<file path="src/inc/tap_pkg.sv">
// package for the memory boundary-scan test port: controller states,
// instruction codes, register sizes and reset values.
// assumes a single system clock that oversamples the test clock.
package tap_pkg;

    // register sizes
    localparam int IR_LEN    = 3;
    localparam int ID_LEN    = 32;
    localparam int BSR_LEN   = 107;
    localparam int TLR_HIGHS = 5;

    // instruction codes (3-bit register)
    localparam logic [2:0] INS_EXTEST  = 3'h0;
    localparam logic [2:0] INS_IDCODE  = 3'h1;
    localparam logic [2:0] INS_SAMPLE  = 3'h4;
    localparam logic [2:0] INS_BYPASS  = 3'h7;
    localparam logic [2:0] IR_RESET    = INS_IDCODE;
    localparam logic [1:0] IR_CAPTURE  = 2'h1;

    // identification word fields; vendor and part values are arbitrary
    localparam logic [3:0]  ID_REV     = 4'h0;
    localparam logic [15:0] ID_PART    = 16'h0ABC;
    localparam logic [10:0] ID_VENDOR  = 11'h2A5;
    localparam logic        ID_FIX     = 1'h1;

    // sixteen controller states
    typedef enum logic [3:0] {
        ST_RESET      = 4'h0,
        ST_IDLE       = 4'h1,
        ST_SEL_DR     = 4'h3,
        ST_CAP_DR     = 4'h2,
        ST_SHIFT_DR   = 4'h6,
        ST_EXIT1_DR   = 4'h7,
        ST_PAUSE_DR   = 4'h5,
        ST_EXIT2_DR   = 4'h4,
        ST_UPD_DR     = 4'hC,
        ST_SEL_IR     = 4'hD,
        ST_CAP_IR     = 4'hF,
        ST_SHIFT_IR   = 4'hE,
        ST_EXIT1_IR   = 4'hA,
        ST_PAUSE_IR   = 4'hB,
        ST_EXIT2_IR   = 4'h9,
        ST_UPD_IR     = 4'h8
    } tap_state_t;

    // test pins as sampled inside the block
    typedef struct packed {
        logic tck;
        logic tms;
        logic tdi;
    } tap_pins_t;

endpackage : tap_pkg

</file>
<file path="src/rtl/sram_boundary_scan_tap.sv">
// boundary-scan test access port of a synchronous memory: controller,
// instruction, bypass, identification and boundary registers.
// assumes clk_i runs well above the test clock, which arrives as a pin.
// How it works
// RULE_01 - test inputs are taken at each rising test-clock edge.
// RULE_02 - the serial output changes only at a falling test-clock edge.
// RULE_03 - the mode-select level steers the controller at every rising edge.
// RULE_04 - the serial path is picked from controller state and held instruction.
// RULE_05 - there is no test reset pin; reset comes from mode-select or power-up.
// RULE_06 - five rising edges with mode-select high land in test-logic-reset.
// RULE_07 - power-up (system reset) resets the controller.
// RULE_08 - the identification instruction is loaded on power-up and in test-logic-reset.
// RULE_09 - the instruction loads only through the shift path and applies from update onward.
// RULE_10 - a one-bit bypass register can sit in the serial path.
// RULE_11 - under the identification instruction capture loads the 32-bit code.
// RULE_12 - the identification register shifts between data in and out in shift-DR.
// RULE_13 - the boundary register captures the I/O ring and then shifts it.
// RULE_14 - each boundary cell maps to one fixed bump in exit order.
// RULE_15 - under external test, output cells drive their updated values from update-IR.
// RULE_16 - the standard sixteen-state controller, registers update in update states.
// RULE_17 - unknown codes pick bypass, and bypass captures zero.
`timescale 1ns/1ps
`default_nettype none
module sram_boundary_scan_tap #(
    parameter int BSR_W = tap_pkg::BSR_LEN
) (
    input  wire logic             clk_i,
    input  wire logic             resetn_i,
    input  wire logic             tck_i,
    input  wire logic             tms_i,
    input  wire logic             tdi_i,
    output logic                  tdo_o,
    output logic                  tdo_oe_n_o,
    input  wire logic [BSR_W-1:0] ring_in_i,
    output logic      [BSR_W-1:0] ring_out_o,
    output logic                  ring_drive_o
);
    // RULE_05 no test reset pin exists; only resetn_i and the mode pattern

    tap_pkg::tap_pins_t pins_raw;
    tap_pkg::tap_pins_t pins_s;
    logic               tck_d_r;
    logic               tck_d_nxt;
    logic               rise;
    logic               fall;

    assign pins_raw = '{tck: tck_i, tms: tms_i, tdi: tdi_i};

    tap_sync #(.WIDTH(3)) u_sync (
        .clk_i    (clk_i),
        .resetn_i (resetn_i),
        .d_i      (pins_raw),
        .q_o      (pins_s)
    );

    // edge finder on the synchronised test clock
    assign tck_d_nxt = pins_s.tck;
    assign rise      = pins_s.tck & ~tck_d_r;
    assign fall      = ~pins_s.tck & tck_d_r;

    tap_pkg::tap_state_t    state_r;
    tap_pkg::tap_state_t    state_nxt;
    logic [2:0]             ir_sh_r;
    logic [2:0]             ir_sh_nxt;
    logic [2:0]             ir_r;
    logic [2:0]             ir_nxt;
    logic                   byp_r;
    logic                   byp_nxt;
    logic [31:0]            id_r;
    logic [31:0]            id_nxt;
    logic [BSR_W-1:0]       bsr_r;
    logic [BSR_W-1:0]       bsr_nxt;
    logic [BSR_W-1:0]       upd_r;
    logic [BSR_W-1:0]       upd_nxt;
    logic                   drive_r;
    logic                   drive_nxt;
    logic                   tdo_r;
    logic                   tdo_nxt;
    logic                   oe_n_r;
    logic                   oe_n_nxt;
    logic                   tdo_pend;
    logic                   sel_id;
    logic                   sel_bsr;

    // RULE_17 unknown codes fall back to bypass
    assign sel_id  = (ir_r == tap_pkg::INS_IDCODE);
    assign sel_bsr = (ir_r == tap_pkg::INS_EXTEST) || (ir_r == tap_pkg::INS_SAMPLE);

    // controller next state
    always_comb begin
        state_nxt = state_r;
        if (rise) begin
            // RULE_03 RULE_16 standard state walk
            // RULE_06 five highs reach reset from any state
            case (state_r)
                tap_pkg::ST_RESET:    state_nxt = pins_s.tms ? tap_pkg::ST_RESET   : tap_pkg::ST_IDLE;
                tap_pkg::ST_IDLE:     state_nxt = pins_s.tms ? tap_pkg::ST_SEL_DR  : tap_pkg::ST_IDLE;
                tap_pkg::ST_SEL_DR:   state_nxt = pins_s.tms ? tap_pkg::ST_SEL_IR  : tap_pkg::ST_CAP_DR;
                tap_pkg::ST_CAP_DR:   state_nxt = pins_s.tms ? tap_pkg::ST_EXIT1_DR : tap_pkg::ST_SHIFT_DR;
                tap_pkg::ST_SHIFT_DR: state_nxt = pins_s.tms ? tap_pkg::ST_EXIT1_DR : tap_pkg::ST_SHIFT_DR;
                tap_pkg::ST_EXIT1_DR: state_nxt = pins_s.tms ? tap_pkg::ST_UPD_DR  : tap_pkg::ST_PAUSE_DR;
                tap_pkg::ST_PAUSE_DR: state_nxt = pins_s.tms ? tap_pkg::ST_EXIT2_DR : tap_pkg::ST_PAUSE_DR;
                tap_pkg::ST_EXIT2_DR: state_nxt = pins_s.tms ? tap_pkg::ST_UPD_DR  : tap_pkg::ST_SHIFT_DR;
                tap_pkg::ST_UPD_DR:   state_nxt = pins_s.tms ? tap_pkg::ST_SEL_DR  : tap_pkg::ST_IDLE;
                tap_pkg::ST_SEL_IR:   state_nxt = pins_s.tms ? tap_pkg::ST_RESET   : tap_pkg::ST_CAP_IR;
                tap_pkg::ST_CAP_IR:   state_nxt = pins_s.tms ? tap_pkg::ST_EXIT1_IR : tap_pkg::ST_SHIFT_IR;
                tap_pkg::ST_SHIFT_IR: state_nxt = pins_s.tms ? tap_pkg::ST_EXIT1_IR : tap_pkg::ST_SHIFT_IR;
                tap_pkg::ST_EXIT1_IR: state_nxt = pins_s.tms ? tap_pkg::ST_UPD_IR  : tap_pkg::ST_PAUSE_IR;
                tap_pkg::ST_PAUSE_IR: state_nxt = pins_s.tms ? tap_pkg::ST_EXIT2_IR : tap_pkg::ST_PAUSE_IR;
                tap_pkg::ST_EXIT2_IR: state_nxt = pins_s.tms ? tap_pkg::ST_UPD_IR  : tap_pkg::ST_SHIFT_IR;
                tap_pkg::ST_UPD_IR:   state_nxt = pins_s.tms ? tap_pkg::ST_SEL_DR  : tap_pkg::ST_IDLE;
                default:              state_nxt = tap_pkg::ST_RESET;
            endcase
        end
    end

    // instruction path: shift stage and held instruction
    always_comb begin
        ir_sh_nxt = ir_sh_r;
        ir_nxt    = ir_r;
        drive_nxt = drive_r;
        if (rise) begin
            case (state_r)
                // RULE_08 default instruction in reset
                tap_pkg::ST_RESET: begin
                    ir_nxt    = tap_pkg::IR_RESET;
                    drive_nxt = 1'b0;
                end
                tap_pkg::ST_CAP_IR:   ir_sh_nxt = {1'b0, tap_pkg::IR_CAPTURE};
                // RULE_09 loaded only through the shift path
                tap_pkg::ST_SHIFT_IR: ir_sh_nxt = {pins_s.tdi, ir_sh_r[2:1]};
                // RULE_09 RULE_16 takes effect at update
                tap_pkg::ST_UPD_IR: begin
                    ir_nxt    = ir_sh_r;
                    // RULE_15 output drive turns on from update-IR
                    drive_nxt = (ir_sh_r == tap_pkg::INS_EXTEST);
                end
                default: ir_nxt = ir_r;
            endcase
            // RULE_08 default loaded on entry, not one edge later
            if (state_nxt == tap_pkg::ST_RESET) begin
                ir_nxt    = tap_pkg::IR_RESET;
                drive_nxt = 1'b0;
            end
        end
    end

    // data registers: bypass, identification, boundary
    always_comb begin
        byp_nxt = byp_r;
        id_nxt  = id_r;
        bsr_nxt = bsr_r;
        upd_nxt = upd_r;
        if (rise) begin
            case (state_r)
                tap_pkg::ST_CAP_DR: begin
                    // RULE_17 bypass captures zero
                    byp_nxt = 1'b0;
                    // RULE_11 identification code loaded
                    if (sel_id)
                        id_nxt = {tap_pkg::ID_REV, tap_pkg::ID_PART, tap_pkg::ID_VENDOR, tap_pkg::ID_FIX};
                    // RULE_13 boundary captures the ring
                    if (sel_bsr)
                        bsr_nxt = ring_in_i;
                end
                tap_pkg::ST_SHIFT_DR: begin
                    // RULE_01 data taken at the rising edge
                    // RULE_10 one-bit bypass stage
                    // RULE_12 identification shifts toward the output
                    // RULE_14 cell index = exit-order position minus one
                    if (sel_id)
                        id_nxt = {pins_s.tdi, id_r[31:1]};
                    else if (sel_bsr)
                        bsr_nxt = {pins_s.tdi, bsr_r[BSR_W-1:1]};
                    else
                        byp_nxt = pins_s.tdi;
                end
                tap_pkg::ST_UPD_DR: begin
                    // RULE_16 boundary update stage
                    if (sel_bsr)
                        upd_nxt = bsr_r;
                end
                default: byp_nxt = byp_r;
            endcase
        end
    end

    // RULE_04 serial path from state and instruction
    always_comb begin
        tdo_pend = byp_r;
        if (state_r == tap_pkg::ST_SHIFT_IR)
            tdo_pend = ir_sh_r[0];
        else if (sel_id)
            tdo_pend = id_r[0];
        else if (sel_bsr)
            tdo_pend = bsr_r[0];
    end

    // RULE_02 output changes only at the falling edge
    always_comb begin
        tdo_nxt  = tdo_r;
        oe_n_nxt = oe_n_r;
        if (fall) begin
            tdo_nxt  = tdo_pend;
            oe_n_nxt = !((state_r == tap_pkg::ST_SHIFT_DR) || (state_r == tap_pkg::ST_SHIFT_IR));
        end
    end

    // register everything; RULE_07 system reset is power-up
    always_ff @(posedge clk_i) begin
        if (!resetn_i) begin
            tck_d_r <= 1'b0;
            state_r <= tap_pkg::ST_RESET;
            ir_sh_r <= '0;
            ir_r    <= tap_pkg::IR_RESET;
            drive_r <= 1'b0;
            byp_r   <= 1'b0;
            id_r    <= '0;
            bsr_r   <= '0;
            upd_r   <= '0;
            tdo_r   <= 1'b0;
            oe_n_r  <= 1'b1;
        end else begin
            tck_d_r <= tck_d_nxt;
            state_r <= state_nxt;
            ir_sh_r <= ir_sh_nxt;
            ir_r    <= ir_nxt;
            drive_r <= drive_nxt;
            byp_r   <= byp_nxt;
            id_r    <= id_nxt;
            bsr_r   <= bsr_nxt;
            upd_r   <= upd_nxt;
            tdo_r   <= tdo_nxt;
            oe_n_r  <= oe_n_nxt;
        end
    end

    assign tdo_o        = tdo_r;
    assign tdo_oe_n_o   = oe_n_r;
    assign ring_out_o   = upd_r;
    assign ring_drive_o = drive_r;
endmodule : sram_boundary_scan_tap
`default_nettype wire

</file>
<file path="src/rtl/tap_sync.sv">
// two-flop synchroniser for a bundle of test pins.
// assumes the pins are asynchronous to clk_i.
`timescale 1ns/1ps
`default_nettype none
module tap_sync #(
    parameter int WIDTH = 3
) (
    input  wire logic             clk_i,
    input  wire logic             resetn_i,
    input  wire logic [WIDTH-1:0] d_i,
    output var  logic [WIDTH-1:0] q_o
);
    logic [WIDTH-1:0] meta_r;
    logic [WIDTH-1:0] meta_nxt;
    logic [WIDTH-1:0] q_r;
    logic [WIDTH-1:0] q_nxt;

    // first stage feeds only the second
    always_comb begin
        meta_nxt = d_i;
        q_nxt    = meta_r;
    end

    always_ff @(posedge clk_i) begin
        if (!resetn_i) begin
            meta_r <= '0;
            q_r    <= '0;
        end else begin
            meta_r <= meta_nxt;
            q_r    <= q_nxt;
        end
    end

    assign q_o = q_r;
endmodule : tap_sync
`default_nettype wire

</file>
<file path="config.mk">
export PLATFORM = sky130hd
export DESIGN_NAME = sram_boundary_scan_tap
export DESIGN_NICKNAME = d
export VERILOG_FILES = /design/src/inc/tap_pkg.sv /design/src/rtl/sram_boundary_scan_tap.sv /design/src/rtl/tap_sync.sv
export SDC_FILE = /design/constraint.sdc
export NUM_CORES = 1
export LEC_CHECK = 0
export ABC_AREA = 1
export BUFFER_PORTS_ARGS = -buffer_cell sky130_fd_sc_hd__buf_4
export CORE_ASPECT_RATIO = 2
export CORE_MARGIN = 2
export CORE_UTILIZATION = 40
export DETAILED_ROUTE_END_ITERATION = 8
export PLACE_DENSITY = 0.67
export RECOVER_POWER = 50
export SLEW_MARGIN = 10
export SYNTH_ARGS = -nofsm -noshare
export SYNTH_HDL_FRONTEND = slang
export SYNTH_HIERARCHICAL = 1
export SYNTH_SLANG_ARGS = --single-unit
</file>
<file path="constraint.sdc">
create_clock -name clk_i -period 1.75 [get_ports clk_i]
set_input_delay 0.525 -clock clk_i [delete_from_list [all_inputs] [get_ports clk_i]]
set_output_delay 0.525 -clock clk_i [all_outputs]
set_load 0.01 [all_outputs]
</file>
# == Word-level counts from Yosys, hierarchy flattened ==
# Index checks and enable logic that the tools add are counted.
# totals
register_bits,267
elab_cells,91
# classes
eq_ne,23
reduce_logical,19
mux,32
n_bitwise,4
# op_table
operator,n
$mux 107,3
$pmux 107 s2,1
$mux 32,2
$pmux 32 s2,1
$pmux 4 s12,1
$eq 4x4->1 const B,8
$mux 4,5
$eq 4x3->1 const B,4
$ne 2x2->1 const B,6
$pmux 3 s2,2
$mux 1,9
$mux 3,3
$eq 4x2->1 const B,2
$logic_not 4->1,2
$reduce_and 4->1,2
$logic_not 3->1,2
$mux 2,3
$reduce_and 5->1,1
$eq 4x1->1 const B,1
$pmux 1 s2,2
$reduce_and 2->1,2
$reduce_bool 2->1,2
$reduce_or 2->1,2
$eq 3x1->1 const B,1
8 further kinds,11

# == Longest topological paths before layout ==
# Gate-level depths: netlist (run 1).
# depth
depth_word,7
ltp_mapped,15
depth_no_buf,15

# == Cells and area by module ==
# Netlist (run 1), hierarchy kept.
# modules_own_cells
module,area_per_inst_um2,n_inst,cells_each
sram_boundary_scan_tap,10073.4,1,1323
tap_sync,165.2,1,18

# == Worst setup path before layout (run 1) ==
# Ideal clock, no wire load.
# synth_timing
path_type,register to register
start,register u_sync.q_r[2] (netlist: u_sync/q_o[2])
end,register upd_r[100] (netlist: ring_out_o[100])
path_stages_with_launch,10
synth_period_minus_slack_ns,1.556
required_time_ns,1.634
setup_slack_ns,0.194
setup_ns,0.116
arrival_ns,1.440
n_path_buf,2
path_cell_list,dfxtp_1 inv_2 nor2_4 nand2_1 nor3_4 inv_2 buf_2 buf_2 nor2_1 nor2_1
# synth_via
elab_chain_cells,2
# synth_rtl
element,line,source
from (decl),tap_sync.sv:15,logic [WIDTH-1:0] q_r;
from (signal assigned),tap_sync.sv:30,q_r <= q_nxt;
$and 1x1->1,sram_boundary_scan_tap.sv:58,assign rise = pins_s.tck & ~tck_d_r;
$reduce_and 3->1 (no line),n/a,
to (signal assigned),sram_boundary_scan_tap.sv:232,upd_r <= upd_nxt;
to (decl),sram_boundary_scan_tap.sv:73,logic [BSR_W-1:0] upd_r;
# No other way between the ends.
# A chain may end at the register's enable or synchronous reset.

# == Worst setup path after layout (run 1) ==
# layout_timing
start,register state_r[1]
end,register bsr_r[102]
# layout_via
elab_chain_cells,3
word_cells_on_any_way,8
# layout_rtl
element,line,source
from (decl),sram_boundary_scan_tap.sv:61,tap_pkg::tap_state_t state_r;
from (signal assigned),sram_boundary_scan_tap.sv:213,state_r <= tap_pkg::ST_RESET;
from (signal assigned),sram_boundary_scan_tap.sv:225,state_r <= state_nxt;
$eq 4x2->1 / $eq 4x3->1 (equally long branches),sram_boundary_scan_tap.sv:155,case (state_r)
$ne 2x2->1 (no line) / $reduce_bool 2->1 (equally long branches),n/a,
$reduce_and 5->1 (no line),n/a,
to (signal assigned),sram_boundary_scan_tap.sv:231,bsr_r <= bsr_nxt;
to (decl),sram_boundary_scan_tap.sv:71,logic [BSR_W-1:0] bsr_r;
# Parallel ways exist; a longest one is shown, timed or not.

==> results of run 1 <==
==> routing by layer <==
layer  wire length (µm)  GRT usage, %  vias up
li1                   -             -     4869
met3               1240          2.77       75
met2              16600          39.3      280
met4               1350          10.3        0
met5                  0             0        -
met1              11700          23.6     4616
==> per-stage QoR <==
| stage | instances | hold slack [ns] | util (%) | setup WS [ns] |
|---|---|---|---|---|
| final | 1887 | 0.193 | 53.7 | 0.0770 |
| after global routing | 1887 | 0.197 | 53.7 | -0.0504 |
| after CTS | 1872 | 0.176 | 52.3 | 0.00722 |
| after detailed placement | 1832 | 0.400 | 49.0 | -0.0732 |
| after global placement | 1832 | 0.401 | 49.0 | -0.0786 |
| after floorplan | 1341 | 0.390 | - | 0.194 |
==> worst max-delay path, cell delays in order (launching register included) <==
cell,delay [ns]
dfxtp_4,0.43
inv_4,0.06
nor2_4,0.11
nand2_4,0.07
buf_6,0.12
nor2_4,0.13
buf_12,0.17
buf_12,0.13
clkbuf_16,0.14
o21ai_0,0.07
a31oi_1,0.16
==> cell usage after synthesis <==
master    instances
a211oi_1          4
a21oi_1          15
a221oi_1          2
a22oi_1          18
a31oi_1         108
buf_1             2
buf_2            36
buf_4             5
buf_6             1
clkbuf_1         58
dfxtp_1         267
inv_1            28
inv_2             8
nand2_1         272
nand2_2           4
nand3_1          15
nand3b_1          1
nor2_1          258
nor2_2            3
nor2_4            2
nor3_1            1
nor3_4            1
o211ai_1          1
o21ai_0         218
o21ai_1           4
o221a_2           7
o31ai_1           1
or3_1             1
==> area by class of cell <==
cell class | count | area, µm² | area share [%]
repair buffers | 270 | 2350 | 17.4
diodes | 2 | 5.00 | 0.0370
multi-input cells | 936 | 4420 | 32.7
clock inverters | 8 | 115 | 0.852
inverters | 36 | 144 | 1.07
flip-flops and latches | 267 | 5360 | 39.7
clock buffers | 32 | 692 | 5.12
well taps | 336 | 420 | 3.11
==> kinds of logic (layout without fill, tap and decap cells) <==
| group | count (synthesis) | count (layout) | synth area share (%) |
|---|---|---|---|
| AO/OA/AOI/OAI | 378 | 378 | 20.9 |
| AND/OR/NAND/NOR | 558 | 558 | 21.2 |
| buffers and inverters | 138 | 346 | 5.76 |
| other | 0 | 2 | 0 |
| flip-flops | 267 | 267 | 52.2 |
==> sequential cells by signal, indices dropped and copies added (netlist names), 3 cells and up <==
register,flops
ir_r,3
id_r,32
ir_sh_r,3
bsr_r,107
u_sync/q_o,3
u_sync/meta_r,3
state_r,4
ring_out_o,107
==> report_power, final <==
group | internal (mW) | switching [mW] | leakage (nW)
Combinational | 0.255 | 0.237 | 3.71
Clock | 3.20 | 2.28 | 0.402
Sequential | 6.09 | 0.0161 | 2.15
Total | 9.54 | 2.53 | 6.27
==> worst min-delay path by stage <==
stage | startpoint | to
final | tms_i | u_sync/meta_r[1]$_SDFF_PN0_
after CTS | tms_i | u_sync/meta_r[1]$_SDFF_PN0_
after global placement | u_sync/meta_r[0]$_SDFF_PN0_ | u_sync/q_o[0]$_SDFF_PN0_
after global routing | tms_i | u_sync/meta_r[1]$_SDFF_PN0_
after floorplan | u_sync/meta_r[0]$_SDFF_PN0_ | u_sync/q_o[0]$_SDFF_PN0_
after detailed placement | u_sync/meta_r[0]$_SDFF_PN0_ | u_sync/q_o[0]$_SDFF_PN0_
==> repair_timing <==
item | CTS | global route
hold buffers | 0 | 0
gates cloned | 0 | 5
setup buffers | 0 | 8
endpoints found under the hold margin | 0 | 0
setup endpoints to repair | 76 | 242
resized for setup | 4 | 69
pin swaps | 0 | 13
==> metrics.cfg, run 1 <==
[layout]
final_common_cell = nand2_1
syn2layout_area_growth_pct = 32.0
fillers = 2441
layout_common_cells = nand2_1 (264), dfxtp_1 (262), nor2_1 (252)
layout-drive-gt1-share_pct = 23.2
final_nets = 1647
design_area_mm2 = 0.0135

[sta]
skew_ns = 0.0132
period_minus_slack_ns = 1.67
clock.fmax_ghz = 0.598
tightestPinTransition_ns = 0.556
period_share_pct = 95.6
maxSlewViolCount = 0
finalHoldViolCount = 0
setup_viol = 0
final.setup.tns_ns = 0
grt_setup_unrepaired = true
slew_headroom_pct = 62.9

[global_routing]
grt_start_max_net_pins = 83
grt_pass1_vias = 9575
antenna_found_initial = 2
grt_pass1_wl_um = 47000
grtUsageTotal_pct = 21.4
overflow = 0

[die]
rows = 82
die_w_um = 117
core-area_mm2 = 0.0251
io_pins = 222
start_util_pct = 40.7
die_area_mm2 = 0.0270
die_h_um = 230

[place]
place_area_mm2 = 0.0123
io_buffers = 221
place.gp.congestion = 0.877
place.detailed.hpwl_um = 19600

[clocking]
h-tree-depth = 1
clk_pin_slew_ns = 0.06
clock_path_buffers = 3
cts_tree = yes
clk_latency_ns = 0.52
cts.sink_count = 267
root_buffer = clkbuf_16
numCtsBuffers = 24

[critical_path]
critPathMaxFanout = 7
crit_path_end = bsr_r[102]$_SDFFE_PN0P_
r2r_end = bsr_r[102]$_SDFFE_PN0P_
path_class = reg2reg
cp-end-kind = flop
worstPathRequired_ns = 2.20
worstPathArrival_ns = 2.12
startpoint = state_r[1]$_SDFF_PN0_
r2r_cells = 10
r2r_start = state_r[1]$_SDFF_PN0_
start_kind = flop
reg2reg_slack_ns = 0.08

[logic_synthesis]
yosysWarnings = 6
synth_area_leaders = dfxtp_1 (52%), o21ai_0 (11%), nand2_1 (10%), nor2_1 (9.5%), a31oi_1 (6.6%)
ys_types = 28
syn_avg_cell_area_um2 = 7.64
syn_nets = 1453
syn_inst = 1341
yosysTopAreaCell = dfxtp_1
yosysSeqAreaShare_pct = 52.2
synth-seq-cells = 267
yosys.area.top_type_share_pct = 52.2
netlist_area_mm2 = 0.0102

[routing]
drc = 0
vias = 9840
totalWireLength_um = 30900
first_pass_iters = 5
postRouteAntennaNets = 0
via_per_inst = 5.21
drt_iter0_drc = 572
post_drt_wl_per_cell_um = 16.4

[pwr]
p_leak_nw = 6.27
p_per_area_mw_per_mm2 = 894
irDropWorstVdd_mv = 0.664
total_power_mw = 12.1

[run_status]
status = finished, final reports clean

[worst_hold_path]
hp-class = in2reg
hold_path_depth = 3

[job]
cap_violations = 0

No activity file was read; power rests on OpenSTA's default activity.
==> inputs of run 2 (changes only) <==
CTS_BUF_LIST = sky130_fd_sc_hd__clkbuf_8   (was not set)
==> run 2 against run 1 <==
Effect of this change:
- worst setup slack got worse by 0.0011 ns
- register-to-register slack barely moved
- final cell count rose by 1.4%
- core utilization fell by 0.56 points
- critical path depth fell by 1
- global-route usage rose by 0.50 points
- combinational power barely moved
- power fell by 5.6%
- hold slack got worse by 0.015 ns
- via count rose by 1.2%
==> metrics.cfg, run 2 (synthesized netlist as in run 1, its figures left out) <==
[pwr]
total_power_mw = 11.4  ; -5.6%
p_leak_nw = 6.29  ; +0.30%
p_per_area_mw_per_mm2 = 852  ; -4.6%
irDropWorstVdd_mv = 0.579  ; -13%

[routing]
post_drt_wl_per_cell_um = 16.3  ; -0.56%
postRouteAntennaNets = 0  ; unchanged
vias = 9954  ; +1.2%
first_pass_iters = 5  ; unchanged
via_per_inst = 5.20  ; -0.27%
totalWireLength_um = 31200  ; +0.86%
drt_iter0_drc = 661  ; +16%
drc = 0  ; unchanged

[die]
die_w_um = 117  ; unchanged
io_pins = 222  ; unchanged
die_area_mm2 = 0.0270  ; unchanged
start_util_pct = 40.7  ; unchanged
core-area_mm2 = 0.0251  ; unchanged
rows = 82  ; unchanged
die_h_um = 230  ; unchanged

[sta]
period_share_pct = 95.7  ; about the same
clock.fmax_ghz = 0.597  ; about the same
tightestPinTransition_ns = 0.541  ; -0.0151 ns
finalHoldViolCount = 0  ; unchanged
maxSlewViolCount = 0  ; unchanged
slew_headroom_pct = 64.0  ; +1.0 points
setup_viol = 0  ; unchanged
period_minus_slack_ns = 1.67  ; +0.00111 ns
grt_setup_unrepaired = true
skew_ns = 0.0130  ; -0.000243 ns

[global_routing]
grt_pass1_vias = 9791  ; +2.3%
overflow = 0  ; unchanged
grtUsageTotal_pct = 21.9  ; +0.50 points
grt_pass1_wl_um = 48000  ; +2.1%
grt_start_max_net_pins = 83  ; unchanged
antenna_found_initial = 3  ; +1

[layout]
multi_input_area_mm2 = 0.00440  ; -0.62%
regArea_mm2 = 0.00536  ; unchanged
final_common_cell = nand2_1
layout_common_cells = nand2_1 (263), dfxtp_1 (262), nor2_1 (253)
layout-drive-gt1-share_pct = 23.4  ; +0.19 points
syn2layout_area_growth_pct = 30.6
utilization_pct = 53.2  ; -0.56 points
fillers = 2457  ; +0.66%
final_nets = 1660  ; +0.79%

[clocking]
cts.sink_count = 267  ; unchanged
root_buffer = clkbuf_8
clk_latency_ns = 0.53  ; about the same
clk_pin_slew_ns = 0.07  ; about the same
cts_tree = yes
h-tree-depth = 2  ; +1
numCtsBuffers = 39  ; +63%
clock_path_buffers = 3  ; unchanged

[critical_path]
critPathMaxFanout = 20  ; +13
path_class = reg2reg
worstPathRequired_ns = 2.20  ; about the same
cp_top_family = buffers and inverters
worstPathCellList = inv_4, nor2_4, nand2_2, buf_4, nor2_4, buf_4, buf_12, o21ai_0, a31oi_1
critPathSlowestCell = dfxtp_4
critPathBufInv = 4  ; -1
worstPathArrival_ns = 2.12  ; about the same
slowest_delay_ns = 0.42  ; about the same
start_kind = flop
cp-end-kind = flop

[place]
io_buffers = 221  ; unchanged
place.detailed.hpwl_um = 19600  ; unchanged
place.gp.congestion = 0.877  ; unchanged

[job]
cap_violations = 0  ; unchanged

[run_status]
status = finished, final reports clean

[worst_hold_path]
hp-class = in2reg

run 2: layout make-up:
cell class,count,share of cell area (%)
flip-flops and latches,267,40.1
multi-input cells,936,32.9
repair buffers,268,17.2
clock buffers,47,4.84
well taps,336,3.14
inverters,36,1.08
clock inverters,21,0.664
diodes,3,0.0561
run 2: path summary, 6_finish.rpt:
kind                            endpoint                   startpoint  slack, ns  cells after the start
max               bsr_r[54]$_SDFFE_PN0P_        state_r[1]$_SDFF_PN0_       0.08                      9
min          u_sync/meta_r[1]$_SDFF_PN0_                        tms_i       0.18                      3
max reg2reg       bsr_r[54]$_SDFFE_PN0P_        state_r[1]$_SDFF_PN0_       0.08                      9
min reg2reg     u_sync/q_o[0]$_SDFF_PN0_  u_sync/meta_r[0]$_SDFF_PN0_       0.41                      2
run 2: timing repair:
action,4_1_cts,5_1_grt
gates resized for setup,6,59
setup endpoints to repair,85,233
pin swaps,1,11
setup buffers,1,6
gates cloned,1,3
hold buffers,0,0
run 2: metal layers:
metal	vias up	part of all wire (%)	track usage, %	routed length, µm
met5	-	0	0	0
met4	0	4.4	11.5	1380
met3	85	4.6	3.24	1430
met2	305	53	39.7	16500
met1	4661	38	23.9	11800
li1	4903	-	-	-
run 2: worst register-to-register path: stages (launching register included):
cell and delay, ns:
dfxtp_4 0.42, inv_4 0.07, nor2_4 0.09, nand2_2 0.08, buf_4 0.15, nor2_4 0.14, buf_4 0.18, buf_12 0.17
o21ai_0 0.12, a31oi_1 0.18
run 2: per-stage QoR:
| stage | TNS, ns | worst slack (ns) | hold slack, ns | cells | instance area [µm²] |
|---|---|---|---|---|---|
| 2_1_floorplan | 0 | 0.194 | 0.390 | 1341 | 10200 |
| 3_3_place_gp | -1.44 | -0.0786 | 0.401 | 1832 | 12300 |
| 3_5_place_dp | -1.34 | -0.0732 | 0.400 | 1832 | 12300 |
| 4_1_cts | 0 | 0.0148 | 0.153 | 1902 | 13100 |
| 5_1_grt | -1.21 | -0.0626 | 0.169 | 1914 | 13400 |
| 6_report | 0 | 0.0758 | 0.178 | 1914 | 13400 |
run 2: power breakdown:
| part | internal [mW] | total [mW] | switching, mW |
|---|---|---|---|
| clock | 2.43 | 4.80 | 2.37 |
| combinational | 0.254 | 0.491 | 0.237 |
| sequential | 6.09 | 6.10 | 0.0159 |
